$ cat src/pkg/fdc_track_pkg.sv
// Constants, enumerations and carrier types for the floppy track command engine.
// Assumes a single 250 MHz controller clock shared by the engine and its byte codec.
package fdc_track_pkg;

	localparam int CLK_MHZ = 250;
	localparam int WR_SERVICE_FM_US = 31;
	localparam int WR_SERVICE_MFM_US = 15;
	// Longest allowed times round down to whole cycles
	localparam int WR_SERVICE_FM_CYC = WR_SERVICE_FM_US * CLK_MHZ;
	localparam int WR_SERVICE_MFM_CYC = WR_SERVICE_MFM_US * CLK_MHZ;

	localparam int SECTOR_BASE_BYTES = 128;
	localparam logic [2:0] SIZE_CODE_MAX = 3'h6;
	localparam logic [7:0] GAP_FILL_BYTE = 8'h4E;
	localparam logic [7:0] PAD_BYTE = 8'h00;
	localparam logic [1:0] ID_BYTES_LAST = 2'h3;
	localparam logic [1:0] INDEX_LIMIT = 2'h2;

	// Status bit positions
	localparam int ST0_IC_HI = 7;
	localparam int ST0_IC_LO = 6;
	localparam int ST0_FAULT_BIT = 4;
	localparam int ST0_NOT_READY_BIT = 3;
	localparam int ST1_ABSENT_ID_BIT = 0;
	localparam int ST1_NO_DATA_BIT = 2;
	localparam int ST1_OVERRUN_BIT = 4;
	localparam int ST2_CONTROL_MARK_BIT = 6;

	localparam logic [7:0] STATUS_RESET = 8'h00;
	localparam logic [15:0] SETTLE_RESET = 16'h0000;

	typedef enum logic [2:0] {
		CMD_WRITE = 3'h0,
		CMD_WRITE_DELETED = 3'h1,
		CMD_READ_DELETED = 3'h2,
		CMD_READ_TRACK = 3'h3,
		CMD_READ_ID = 3'h4,
		CMD_FORMAT = 3'h5
	} cmd_t;

	typedef enum logic [2:0] {
		MARK_NONE = 3'h0,
		MARK_GAP = 3'h1,
		MARK_ID = 3'h2,
		MARK_DATA = 3'h3,
		MARK_DELETED = 3'h4
	} mark_t;

	typedef enum logic [3:0] {
		ST_IDLE = 4'h0,
		ST_SETTLE = 4'h1,
		ST_WAIT_INDEX = 4'h2,
		ST_SEEK_ID = 4'h3,
		ST_WAIT_MARK = 4'h4,
		ST_READ_DATA = 4'h5,
		ST_WRITE_DATA = 4'h6,
		ST_FORMAT = 4'h7
	} state_t;

	typedef enum logic [2:0] {
		FMT_REQUEST = 3'h0,
		FMT_GAP_A = 3'h1,
		FMT_ID_MARK = 3'h2,
		FMT_ID_BYTES = 3'h3,
		FMT_GAP_B = 3'h4,
		FMT_DATA_MARK = 3'h5,
		FMT_FILL = 3'h6,
		FMT_TAIL = 3'h7
	} fmt_phase_t;

	typedef struct packed {
		logic [7:0] c;
		logic [7:0] h;
		logic [7:0] r;
		logic [7:0] n;
	} chrn_t;

	typedef struct packed {
		cmd_t code;
		logic mfm;
		logic skip_deleted;
		logic [2:0] size_code;
		logic [7:0] end_sector_number;
		logic [7:0] sectors_per_track;
		logic [7:0] gap_length;
		logic [7:0] fill;
		chrn_t id_compare_register;
	} cmd_params_t;

	typedef struct packed {
		logic valid;
		mark_t mark;
		logic [7:0] data;
	} disk_byte_t;

	typedef struct packed {
		logic [7:0] st0;
		logic [7:0] st1;
		logic [7:0] st2;
		chrn_t id;
	} result_t;

endpackage

$ cat src/logic/floppy_track_command_engine.sv
// Execution phase of the write, deleted, track, read-ID and format commands.
// Assumes a byte-level codec on REF_CLK delivers decoded ID fields, marks and
// data bytes, and accepts a marked byte stream for writing; drive pins are async.
`timescale 1ns/1ps
module floppy_track_command_engine
	import fdc_track_pkg::*;
#(
	parameter int WR_SERVICE_FM_LIMIT = WR_SERVICE_FM_CYC,
	parameter int WR_SERVICE_MFM_LIMIT = WR_SERVICE_MFM_CYC
) (
	// Clock and reset
	input wire logic REF_CLK,
	input wire logic RESETN,
	// Command phase
	input wire logic CMD_START,
	input wire cmd_params_t CMD_PARAMS,
	input wire logic [15:0] SETTLE_CYCLES,
	output logic BUSY,
	output logic DONE,
	output result_t RESULT,
	// Host data
	output logic HOST_DREQ,
	input wire logic HOST_WR_VALID,
	input wire logic [7:0] HOST_WR_DATA,
	output logic HOST_RD_VALID,
	output logic [7:0] HOST_RD_DATA,
	input wire logic TERMINAL_COUNT,
	// Drive pins
	input wire logic DRIVE_INDEX,
	input wire logic DRIVE_FAULT,
	input wire logic DRIVE_READY,
	output logic HEAD_LOAD,
	// Codec read side
	input wire logic DISK_ID_VALID,
	input wire chrn_t DISK_ID,
	input wire logic DISK_ID_CRC_OK,
	input wire logic DISK_MARK_VALID,
	input wire logic DISK_MARK_DELETED,
	input wire logic DISK_RD_VALID,
	input wire logic [7:0] DISK_RD_DATA,
	// Codec write side
	output disk_byte_t DISK_WR,
	input wire logic DISK_WR_READY
);
	typedef struct packed {
		state_t state;
		cmd_params_t p;
		fmt_phase_t fph;
		chrn_t cur;
		chrn_t fmt_id;
		logic [1:0] idx_cnt;
		logic idx_prev;
		logic id_found;
		logic cm_pending;
		logic tc_seen;
		logic [13:0] byte_cnt;
		logic [7:0] sec_cnt;
		logic [7:0] hold;
		logic hold_full;
		logic [12:0] svc_cnt;
		logic [15:0] settle_cnt;
		disk_byte_t wr;
		logic rd_valid;
		logic [7:0] rd_data;
		logic [7:0] st0;
		logic [7:0] st1;
		logic [7:0] st2;
		logic done;
	} eng_state_t;

	eng_state_t s;
	eng_state_t next_s;
	logic [2:0] pins;
	logic index_lvl;
	logic fault_lvl;
	logic ready_lvl;
	logic index_edge;
	logic slot_free;
	logic [13:0] sector_last;
	logic [12:0] svc_limit;
	logic is_write;
	logic dreq;

	level_sync #(.WIDTH(3)) u_pin_sync (
		.clk(REF_CLK),
		.resetn(RESETN),
		.d({DRIVE_INDEX, DRIVE_FAULT, DRIVE_READY}),
		.q(pins)
	);

	assign index_lvl = pins[2];
	assign fault_lvl = pins[1];
	assign ready_lvl = pins[0];
	assign index_edge = index_lvl && !s.idx_prev;
	assign slot_free = !s.wr.valid || DISK_WR_READY;
	// Index of the last byte of one data field (byte count minus one)
	assign sector_last = 14'((SECTOR_BASE_BYTES << s.p.size_code) - 1);
	assign svc_limit = s.p.mfm ? 13'(WR_SERVICE_MFM_LIMIT) : 13'(WR_SERVICE_FM_LIMIT);
	assign is_write = (s.p.code == CMD_WRITE) || (s.p.code == CMD_WRITE_DELETED);
	// Host must answer every request in turn; the holding byte is the only buffer
	assign dreq = (s.state == ST_WRITE_DATA && is_write && !s.hold_full && !s.tc_seen)
		|| (s.state == ST_FORMAT && s.fph == FMT_REQUEST && !s.hold_full);

	always_comb begin
		next_s = s;
		next_s.done = 1'b0;
		next_s.rd_valid = 1'b0;
		next_s.idx_prev = index_lvl;
		if (s.wr.valid && DISK_WR_READY) begin
			next_s.wr.valid = 1'b0;
		end
		if (s.state != ST_IDLE && TERMINAL_COUNT) begin
			next_s.tc_seen = 1'b1;
		end
		if (s.state != ST_IDLE && index_edge && s.idx_cnt != INDEX_LIMIT) begin
			next_s.idx_cnt = s.idx_cnt + 2'h1;
		end
		case (s.state)
			ST_IDLE: begin
				if (CMD_START) begin
					next_s.p = CMD_PARAMS;
					next_s.cur = CMD_PARAMS.id_compare_register;
					next_s.st0 = STATUS_RESET;
					next_s.st1 = STATUS_RESET;
					next_s.st2 = STATUS_RESET;
					next_s.idx_cnt = 2'h0;
					next_s.id_found = 1'b0;
					next_s.cm_pending = 1'b0;
					next_s.tc_seen = 1'b0;
					next_s.hold_full = 1'b0;
					next_s.sec_cnt = 8'h00;
					next_s.byte_cnt = 14'h0000;
					next_s.svc_cnt = 13'h0000;
					next_s.settle_cnt = SETTLE_CYCLES;
					next_s.fph = FMT_REQUEST;
					if (CMD_PARAMS.size_code > SIZE_CODE_MAX) begin
						next_s.p.size_code = SIZE_CODE_MAX;
					end
					if (!ready_lvl) begin
						next_s.st0[ST0_NOT_READY_BIT] = 1'b1;
						next_s.st0[ST0_IC_HI:ST0_IC_LO] = 2'b01;
						next_s.done = 1'b1;
					end else begin
						next_s.state = ST_SETTLE;
					end
				end
			end
			ST_SETTLE: begin
				// Head is loaded here; settle before looking at the track
				if (s.settle_cnt != SETTLE_RESET) begin
					next_s.settle_cnt = s.settle_cnt - 16'h0001;
				end else if (s.p.code == CMD_READ_TRACK || s.p.code == CMD_FORMAT) begin
					next_s.state = ST_WAIT_INDEX;
				end else begin
					next_s.idx_cnt = 2'h0;
					next_s.state = ST_SEEK_ID;
				end
			end
			ST_WAIT_INDEX: begin
				// The first index pulse opens the track
				next_s.idx_cnt = 2'h1;
				if (index_edge) begin
					next_s.state = (s.p.code == CMD_FORMAT) ? ST_FORMAT : ST_SEEK_ID;
				end
			end
			ST_SEEK_ID: begin
				if (s.idx_cnt == INDEX_LIMIT) begin
					next_s.st0[ST0_IC_HI:ST0_IC_LO] = 2'b01;
					if (s.p.code == CMD_READ_TRACK) begin
						next_s.st1[ST1_ABSENT_ID_BIT] = !s.id_found;
					end else if (s.p.code == CMD_READ_ID) begin
						next_s.st1[ST1_ABSENT_ID_BIT] = 1'b1;
						next_s.st1[ST1_NO_DATA_BIT] = 1'b1;
					end else begin
						next_s.st1[ST1_NO_DATA_BIT] = 1'b1;
					end
					next_s.state = ST_IDLE;
					next_s.done = 1'b1;
				end else if (DISK_ID_VALID) begin
					next_s.id_found = 1'b1;
					if (s.p.code == CMD_READ_TRACK) begin
						// Bad CRC does not stop the track read
						if (DISK_ID != s.cur) begin
							next_s.st1[ST1_NO_DATA_BIT] = 1'b1;
						end
						next_s.state = ST_WAIT_MARK;
					end else if (s.p.code == CMD_READ_ID) begin
						if (DISK_ID_CRC_OK) begin
							next_s.cur = DISK_ID;
							next_s.state = ST_IDLE;
							next_s.done = 1'b1;
						end
					end else if (DISK_ID_CRC_OK && DISK_ID.r == s.cur.r) begin
						next_s.idx_cnt = 2'h0;
						next_s.byte_cnt = 14'h0000;
						next_s.fph = FMT_DATA_MARK;
						next_s.svc_cnt = 13'h0000;
						next_s.state = is_write ? ST_WRITE_DATA : ST_WAIT_MARK;
					end
				end
			end
			ST_WAIT_MARK: begin
				if (DISK_MARK_VALID) begin
					next_s.byte_cnt = 14'h0000;
					next_s.state = ST_READ_DATA;
					if (s.p.code == CMD_READ_DELETED && !DISK_MARK_DELETED) begin
						if (s.p.skip_deleted) begin
							next_s.cur.r = s.cur.r + 8'h01;
							next_s.state = ST_SEEK_ID;
						end else begin
							next_s.cm_pending = 1'b1;
						end
					end
				end
			end
			ST_READ_DATA: begin
				if (DISK_RD_VALID) begin
					next_s.rd_valid = 1'b1;
					next_s.rd_data = DISK_RD_DATA;
					next_s.byte_cnt = s.byte_cnt + 14'h0001;
					if (s.byte_cnt == sector_last) begin
						next_s.state = ST_SEEK_ID;
						if (s.p.code == CMD_READ_TRACK) begin
							next_s.sec_cnt = s.sec_cnt + 8'h01;
							if (s.sec_cnt + 8'h01 == s.p.end_sector_number) begin
								next_s.state = ST_IDLE;
								next_s.done = 1'b1;
							end
						end else begin
							next_s.cur.r = s.cur.r + 8'h01;
							if (s.cm_pending || s.tc_seen || s.cur.r == s.p.end_sector_number) begin
								next_s.st2[ST2_CONTROL_MARK_BIT] = s.cm_pending;
								next_s.state = ST_IDLE;
								next_s.done = 1'b1;
							end
						end
					end
				end
			end
			ST_WRITE_DATA: begin
				if (HOST_WR_VALID && dreq) begin
					next_s.hold = HOST_WR_DATA;
					next_s.hold_full = 1'b1;
					next_s.svc_cnt = 13'h0000;
				end else if (dreq) begin
					next_s.svc_cnt = s.svc_cnt + 13'h0001;
				end
				if (dreq && s.svc_cnt == svc_limit) begin
					// Host missed its service window
					next_s.st1[ST1_OVERRUN_BIT] = 1'b1;
					next_s.st0[ST0_IC_HI:ST0_IC_LO] = 2'b01;
					next_s.state = ST_IDLE;
					next_s.done = 1'b1;
				end else if (slot_free && s.fph == FMT_DATA_MARK) begin
					next_s.wr.valid = 1'b1;
					next_s.wr.data = PAD_BYTE;
					next_s.wr.mark = (s.p.code == CMD_WRITE_DELETED) ? MARK_DELETED : MARK_DATA;
					next_s.fph = FMT_FILL;
				end else if (slot_free && (s.tc_seen || s.hold_full)) begin
					next_s.wr.valid = 1'b1;
					next_s.wr.mark = MARK_NONE;
					next_s.wr.data = s.hold_full ? s.hold : PAD_BYTE;
					next_s.hold_full = 1'b0;
					next_s.byte_cnt = s.byte_cnt + 14'h0001;
					if (s.byte_cnt == sector_last) begin
						next_s.cur.r = s.cur.r + 8'h01;
						next_s.state = ST_SEEK_ID;
						if (fault_lvl) begin
							next_s.st0[ST0_FAULT_BIT] = 1'b1;
							next_s.st0[ST0_IC_HI:ST0_IC_LO] = 2'b01;
							next_s.state = ST_IDLE;
							next_s.done = 1'b1;
						end else if (s.tc_seen || TERMINAL_COUNT
							|| s.cur.r == s.p.end_sector_number) begin
							next_s.state = ST_IDLE;
							next_s.done = 1'b1;
						end
					end
				end
			end
			ST_FORMAT: begin
				if (s.idx_cnt == INDEX_LIMIT) begin
					// Second index closes the track
					next_s.state = ST_IDLE;
					next_s.done = 1'b1;
					if (fault_lvl) begin
						next_s.st0[ST0_FAULT_BIT] = 1'b1;
						next_s.st0[ST0_IC_HI:ST0_IC_LO] = 2'b01;
					end
				end else if (s.fph == FMT_REQUEST) begin
					// Request drops for a cycle after each byte, so each ID byte is its own request
					next_s.hold_full = 1'b0;
					if (HOST_WR_VALID && dreq) begin
						case (s.byte_cnt[1:0])
							2'h0: next_s.fmt_id.c = HOST_WR_DATA;
							2'h1: next_s.fmt_id.h = HOST_WR_DATA;
							2'h2: next_s.fmt_id.r = HOST_WR_DATA;
							default: next_s.fmt_id.n = HOST_WR_DATA;
						endcase
						next_s.hold_full = 1'b1;
						next_s.byte_cnt = s.byte_cnt + 14'h0001;
						if (s.byte_cnt[1:0] == ID_BYTES_LAST) begin
							next_s.byte_cnt = 14'h0000;
							next_s.fph = FMT_GAP_A;
						end
					end
				end else if (slot_free) begin
					next_s.wr.valid = 1'b1;
					next_s.wr.mark = MARK_NONE;
					next_s.wr.data = GAP_FILL_BYTE;
					next_s.byte_cnt = s.byte_cnt + 14'h0001;
					case (s.fph)
						FMT_GAP_A, FMT_GAP_B: begin
							next_s.wr.mark = MARK_GAP;
							if (s.byte_cnt[7:0] + 8'h01 >= s.p.gap_length) begin
								next_s.byte_cnt = 14'h0000;
								next_s.fph = (s.fph == FMT_GAP_A) ? FMT_ID_MARK : FMT_DATA_MARK;
							end
						end
						FMT_ID_MARK: begin
							next_s.wr.mark = MARK_ID;
							next_s.byte_cnt = 14'h0000;
							next_s.fph = FMT_ID_BYTES;
						end
						FMT_ID_BYTES: begin
							case (s.byte_cnt[1:0])
								2'h0: next_s.wr.data = s.fmt_id.c;
								2'h1: next_s.wr.data = s.fmt_id.h;
								2'h2: next_s.wr.data = s.fmt_id.r;
								default: next_s.wr.data = s.fmt_id.n;
							endcase
							if (s.byte_cnt[1:0] == ID_BYTES_LAST) begin
								next_s.byte_cnt = 14'h0000;
								next_s.fph = FMT_GAP_B;
							end
						end
						FMT_DATA_MARK: begin
							next_s.wr.mark = MARK_DATA;
							next_s.byte_cnt = 14'h0000;
							next_s.fph = FMT_FILL;
						end
						FMT_FILL: begin
							next_s.wr.data = s.p.fill;
							if (s.byte_cnt == sector_last) begin
								next_s.byte_cnt = 14'h0000;
								next_s.cur = s.fmt_id;
								next_s.cur.r = s.fmt_id.r + 8'h01;
								next_s.sec_cnt = s.sec_cnt + 8'h01;
								next_s.fph = (s.sec_cnt + 8'h01 == s.p.sectors_per_track)
									? FMT_TAIL : FMT_REQUEST;
							end
						end
						default: begin
							// Track tail is gap bytes until the closing index
							next_s.wr.mark = MARK_GAP;
							next_s.byte_cnt = 14'h0000;
						end
					endcase
				end
			end
			default: begin
				next_s.state = ST_IDLE;
			end
		endcase
	end

	always_ff @(posedge REF_CLK) begin
		if (!RESETN) begin
			s <= '0;
		end else begin
			s <= next_s;
		end
	end

	assign BUSY = (s.state != ST_IDLE);
	assign DONE = s.done;
	assign RESULT = '{st0: s.st0, st1: s.st1, st2: s.st2, id: s.cur};
	assign HOST_DREQ = dreq;
	assign HOST_RD_VALID = s.rd_valid;
	assign HOST_RD_DATA = s.rd_data;
	assign HEAD_LOAD = BUSY;
	assign DISK_WR = s.wr;
endmodule // floppy_track_command_engine

$ cat src/logic/level_sync.sv
// Two-stage synchroniser for a group of asynchronous level inputs.
// Assumes the inputs change slowly relative to the clock; no pulse stretching.
`timescale 1ns/1ps
module level_sync #(
	parameter int WIDTH = 1
) (
	// Clock and reset
	input wire logic clk,
	input wire logic resetn,
	// Levels
	input wire logic [WIDTH-1:0] d,
	output logic [WIDTH-1:0] q
);
	typedef struct packed {
		logic [WIDTH-1:0] meta;
		logic [WIDTH-1:0] sync;
	} sync_state_t;

	sync_state_t s;
	sync_state_t next_s;

	always_comb begin
		next_s.meta = d;
		next_s.sync = s.meta;
	end

	always_ff @(posedge clk) begin
		if (!resetn) begin
			s <= '0;
		end else begin
			s <= next_s;
		end
	end

	assign q = s.sync;
endmodule // level_sync

$ cat config.mk
export PLATFORM = sky130hd
export DESIGN_NAME = floppy_track_command_engine
export DESIGN_NICKNAME = d
export VERILOG_FILES = /design/src/pkg/fdc_track_pkg.sv /design/src/logic/floppy_track_command_engine.sv /design/src/logic/level_sync.sv
export SDC_FILE = /design/constraint.sdc
export NUM_CORES = 1
export LEC_CHECK = 0
export ABC_AREA = 0
export ABC_CLOCK_PERIOD_IN_PS = 4600
export BUFFER_PORTS_ARGS = -buffer_cell sky130_fd_sc_hd__buf_2
export CAP_MARGIN = 20
export CORE_UTILIZATION = 40
export DETAILED_ROUTE_END_ITERATION = 16
export HOLD_SLACK_MARGIN = 0.12
export SLEW_MARGIN = 20
export SYNTH_ARGS = -nofsm -noshare
export SYNTH_HDL_FRONTEND = slang
export SYNTH_SLANG_ARGS = --single-unit
$ cat constraint.sdc
create_clock -name REF_CLK -period 4.6 [get_ports REF_CLK]
set_input_delay 0.46 -clock REF_CLK [delete_from_list [all_inputs] [get_ports REF_CLK]]
set_output_delay 0.46 -clock REF_CLK [all_outputs]
set_load 0.05 [all_outputs]
==> flow_summary.toml <==
[route]
post-route-drc-count = 0
drt_first_iter_violations = 1257
num_vias = 12500
drtPass1Iterations = 8
ant_nets = 0
wire_per_inst_um = 19.0
totalWireLength_um = 41600
routed_via_density = 5.71

[power]
power_density_nw_per_um2 = 374
p_leak_nw = 5.75
finalPower_mw = 5.39
peakVddDrop_mv = 0.289

[global_route]
track_usage_pct = 24.8
grt.overflow.total = 0
use_met3_pct = 3.68
antenna_found_initial = 2
grt_max_degree = 55
grt_pass1_vias = 11700
grt_pass1_wl_um = 65000
use_met2_pct = 39.7
met1_usage_pct = 33.8
busiest_layer = "met2"

[worst_hold_path]
hold_path.class = "primary input to register"

[logic_synthesis]
synth_warnings = 0
async_flop_share_pct = 0
synth_edf_count = 0
synth.cell_area_um2 = 12800
synth.avg_cell_area_um2 = 7.61
ys_seq_area_share_pct = 33.2
postSynthCellCount = 1679
synth_flop_cell = "dfxtp_1"
ys_ff_latch = 212
synth.distinct_cells = 86

[cts]
htreeDepth = 1
cts_tree = "yes"
cts_made_buffers = 25
hold_buffers = 0
root_buffer = "clkbuf_16"
path_clk_slew_ns = 0.06
cts_resized = 0
worst_skew_pair.late_latency_ns = 0.54
cts.sinks = 212
cts_setup_buffers = 0
cts_buffer_depth = 3

[layout]
multi_input_area_um2 = 7440
n_fill_cell = 3172
drive_gt1_share_pct = 17.6
seq_area_um2 = 4250
final_common_cell = "nand2_1"
final_cell_mix = "nand2_1 (235), buf_2 (214), dfxtp_1 (211), a21oi_1 (168), nor2_1 (137)"
area_delta_synth_final_pct = 12.8
finish.instance_area_um2 = 14400
final_nets = 1942

[sta]
maxSlewHeadroom_pct = 32.0
hold_violations = 0
skew_ns = 0.0223
worst_slack_ns = 1.22
setup_viol = 0
period_share_pct = 73.5
worst_slew_pin_slew_ns = 1.02
period_needed_ns = 3.38
drv_slew = 0
hold_slack_ns = 0.171
rsz0062_at_grt = "no"
max_freq_ghz = 0.296
tns_ns = 0

[worst_setup_path]
worstReg2RegEnd = "s[97]$_SDFFE_PN0P_"
cp.arrival_ns = 3.82
critPathKind = "register to register"
cp_cell_sequence = "ha_1, nand3_1, or2_2, and2_1, or2_2, ha_1, a211o_1, a21oi_1, o21ai_0, a21o_1, a311oi_2, buf_4, nand2_1, o31ai_1"
worstSetupStartpointType = "register"
crit_cells = 14
reg2reg_slack_ns = 1.22
reg2regPathDepth = 14
crit_required_ns = 5.04
critPathBufInv = 1
crit_start = "s[92]$_SDFFE_PN0P_"
worstPathMaxFanout = 9
crit_slowest_cell = "dfxtp_1"
max_stage_delay_ns = 0.42
r2r-start = "s[92]$_SDFFE_PN0P_"
cp_top_family = "compound AO/OA/AOI/OAI gates"
end_kind = "register"
endpoint = "s[97]$_SDFFE_PN0P_"

[placed_design]
place_hpwl_um = 30600
place_ws_ns = 1.21
io_buffers = 214
gp_congestion = 0.913
placed_area_um2 = 13600

[floorplanning]
io_pins = 231
core_um2 = 31500
dieWidth_um = 181
rows = 65
dieArea_um2 = 32600
die_h_um = 181
initial_core_util_pct = 40.6

[run]
maxCapViolations = 0

[run_status]
status = "finished, final reports clean"
## layer usage
layer,share of wire [%],wire [um]
met3,6.5,2700
met5,0,0
met2,45,18700
met4,3.5,1450
met1,45,18700
## power by group
group	internal [mW]	switching (mW)	total, mW	leakage, nW
Combinational	0.458	0.846	1.30	3.63
Clock	1.16	0.806	1.97	0.395
Sequential	1.95	0.163	2.11	1.72
Total	3.57	1.81	5.39	5.75
## logic make-up (layout without fill, tap and decap cells)
kind of cell,after synthesis,after routing,share of synthesized area [%]
XOR/XNOR,84,84,6.63
multiplexers,40,40,3.14
flip-flops,212,212,33.2
adder cells (fa/ha/maj),20,20,1.96
AO/OA/AOI/OAI,421,421,20.7
AND/OR/NAND/NOR,677,677,25.3
buffers and inverters,224,319,9.05
other,1,18,0.0294
## tightest hold or removal path: stages
cell and delay, ns:
buf_2 0.10, nand2_1 0.05, a21oi_1 0.05
## registers in the layout, summed over array words and instances, names as in the netlist
register / cells
DISK_WR: 12
DONE: 1
HOST_RD_DATA: 8
HOST_RD_VALID: 1
RESULT: 40
s: 144
u_pin_sync.next_s: 3
u_pin_sync.q: 3
## cells in the mapped netlist, types with 32 or more instances
| cell | instances | share of area [%] |
|---|---|---|
| clkbuf_1 | 94 | 2.8 |
| nor2b_1 | 32 | 1.6 |
| dfxtp_1 | 212 | 33 |
| inv_1 | 32 | 0.94 |
| xnor2_1 | 45 | 3.1 |
| o21ai_0 | 87 | 3.4 |
| nor2_1 | 140 | 4.1 |
| mux2i_1 | 40 | 3.1 |
| nand2_1 | 236 | 6.9 |
| a21oi_1 | 168 | 6.6 |
| buf_4 | 77 | 4.5 |
| nand3_1 | 102 | 4.0 |
## worst min-delay path by stage
stage / startpoint / end / slack, ns / depth (start not counted)
after floorplan: RESULT[55]$_SDFFE_PN0P_ / RESULT[55]$_SDFFE_PN0P_ / 0.41 / 2
final: CMD_PARAMS[35] / s[214]$_SDFFE_PN0P_ / 0.17 / 3
after CTS: CMD_PARAMS[37] / s[216]$_SDFFE_PN0P_ / 0.15 / 3
after global routing: DRIVE_READY / u_pin_sync.next_s[0]$_SDFF_PN0_ / 0.17 / 2
after detailed placement: u_pin_sync.next_s[0]$_SDFF_PN0_ / u_pin_sync.q[0]$_SDFF_PN0_ / 0.42 / 1
after global placement: u_pin_sync.next_s[0]$_SDFF_PN0_ / u_pin_sync.q[0]$_SDFF_PN0_ / 0.42 / 1
## final cells by class
| class | count | share of cell area [%] |
|---|---|---|
| multi-input cells | 1258 | 51.7 |
| flip-flops and latches | 212 | 29.5 |
| repair buffers | 241 | 8.85 |
| clock buffers | 38 | 5.17 |
| well taps | 402 | 3.49 |
| inverters | 34 | 0.904 |
| clock inverters | 6 | 0.400 |
| diodes | 2 | 0.0348 |
## stage by stage
stage | util [%] | instances
2_1_floorplan | - | 1694
3_3_place_gp | 43.2 | 2147
3_5_place_dp | 43.2 | 2147
4_1_cts | 45.7 | 2191
5_1_grt | 45.8 | 2193
6_report | 45.8 | 2193
Note: power is estimated with default switching activity, not from simulation.
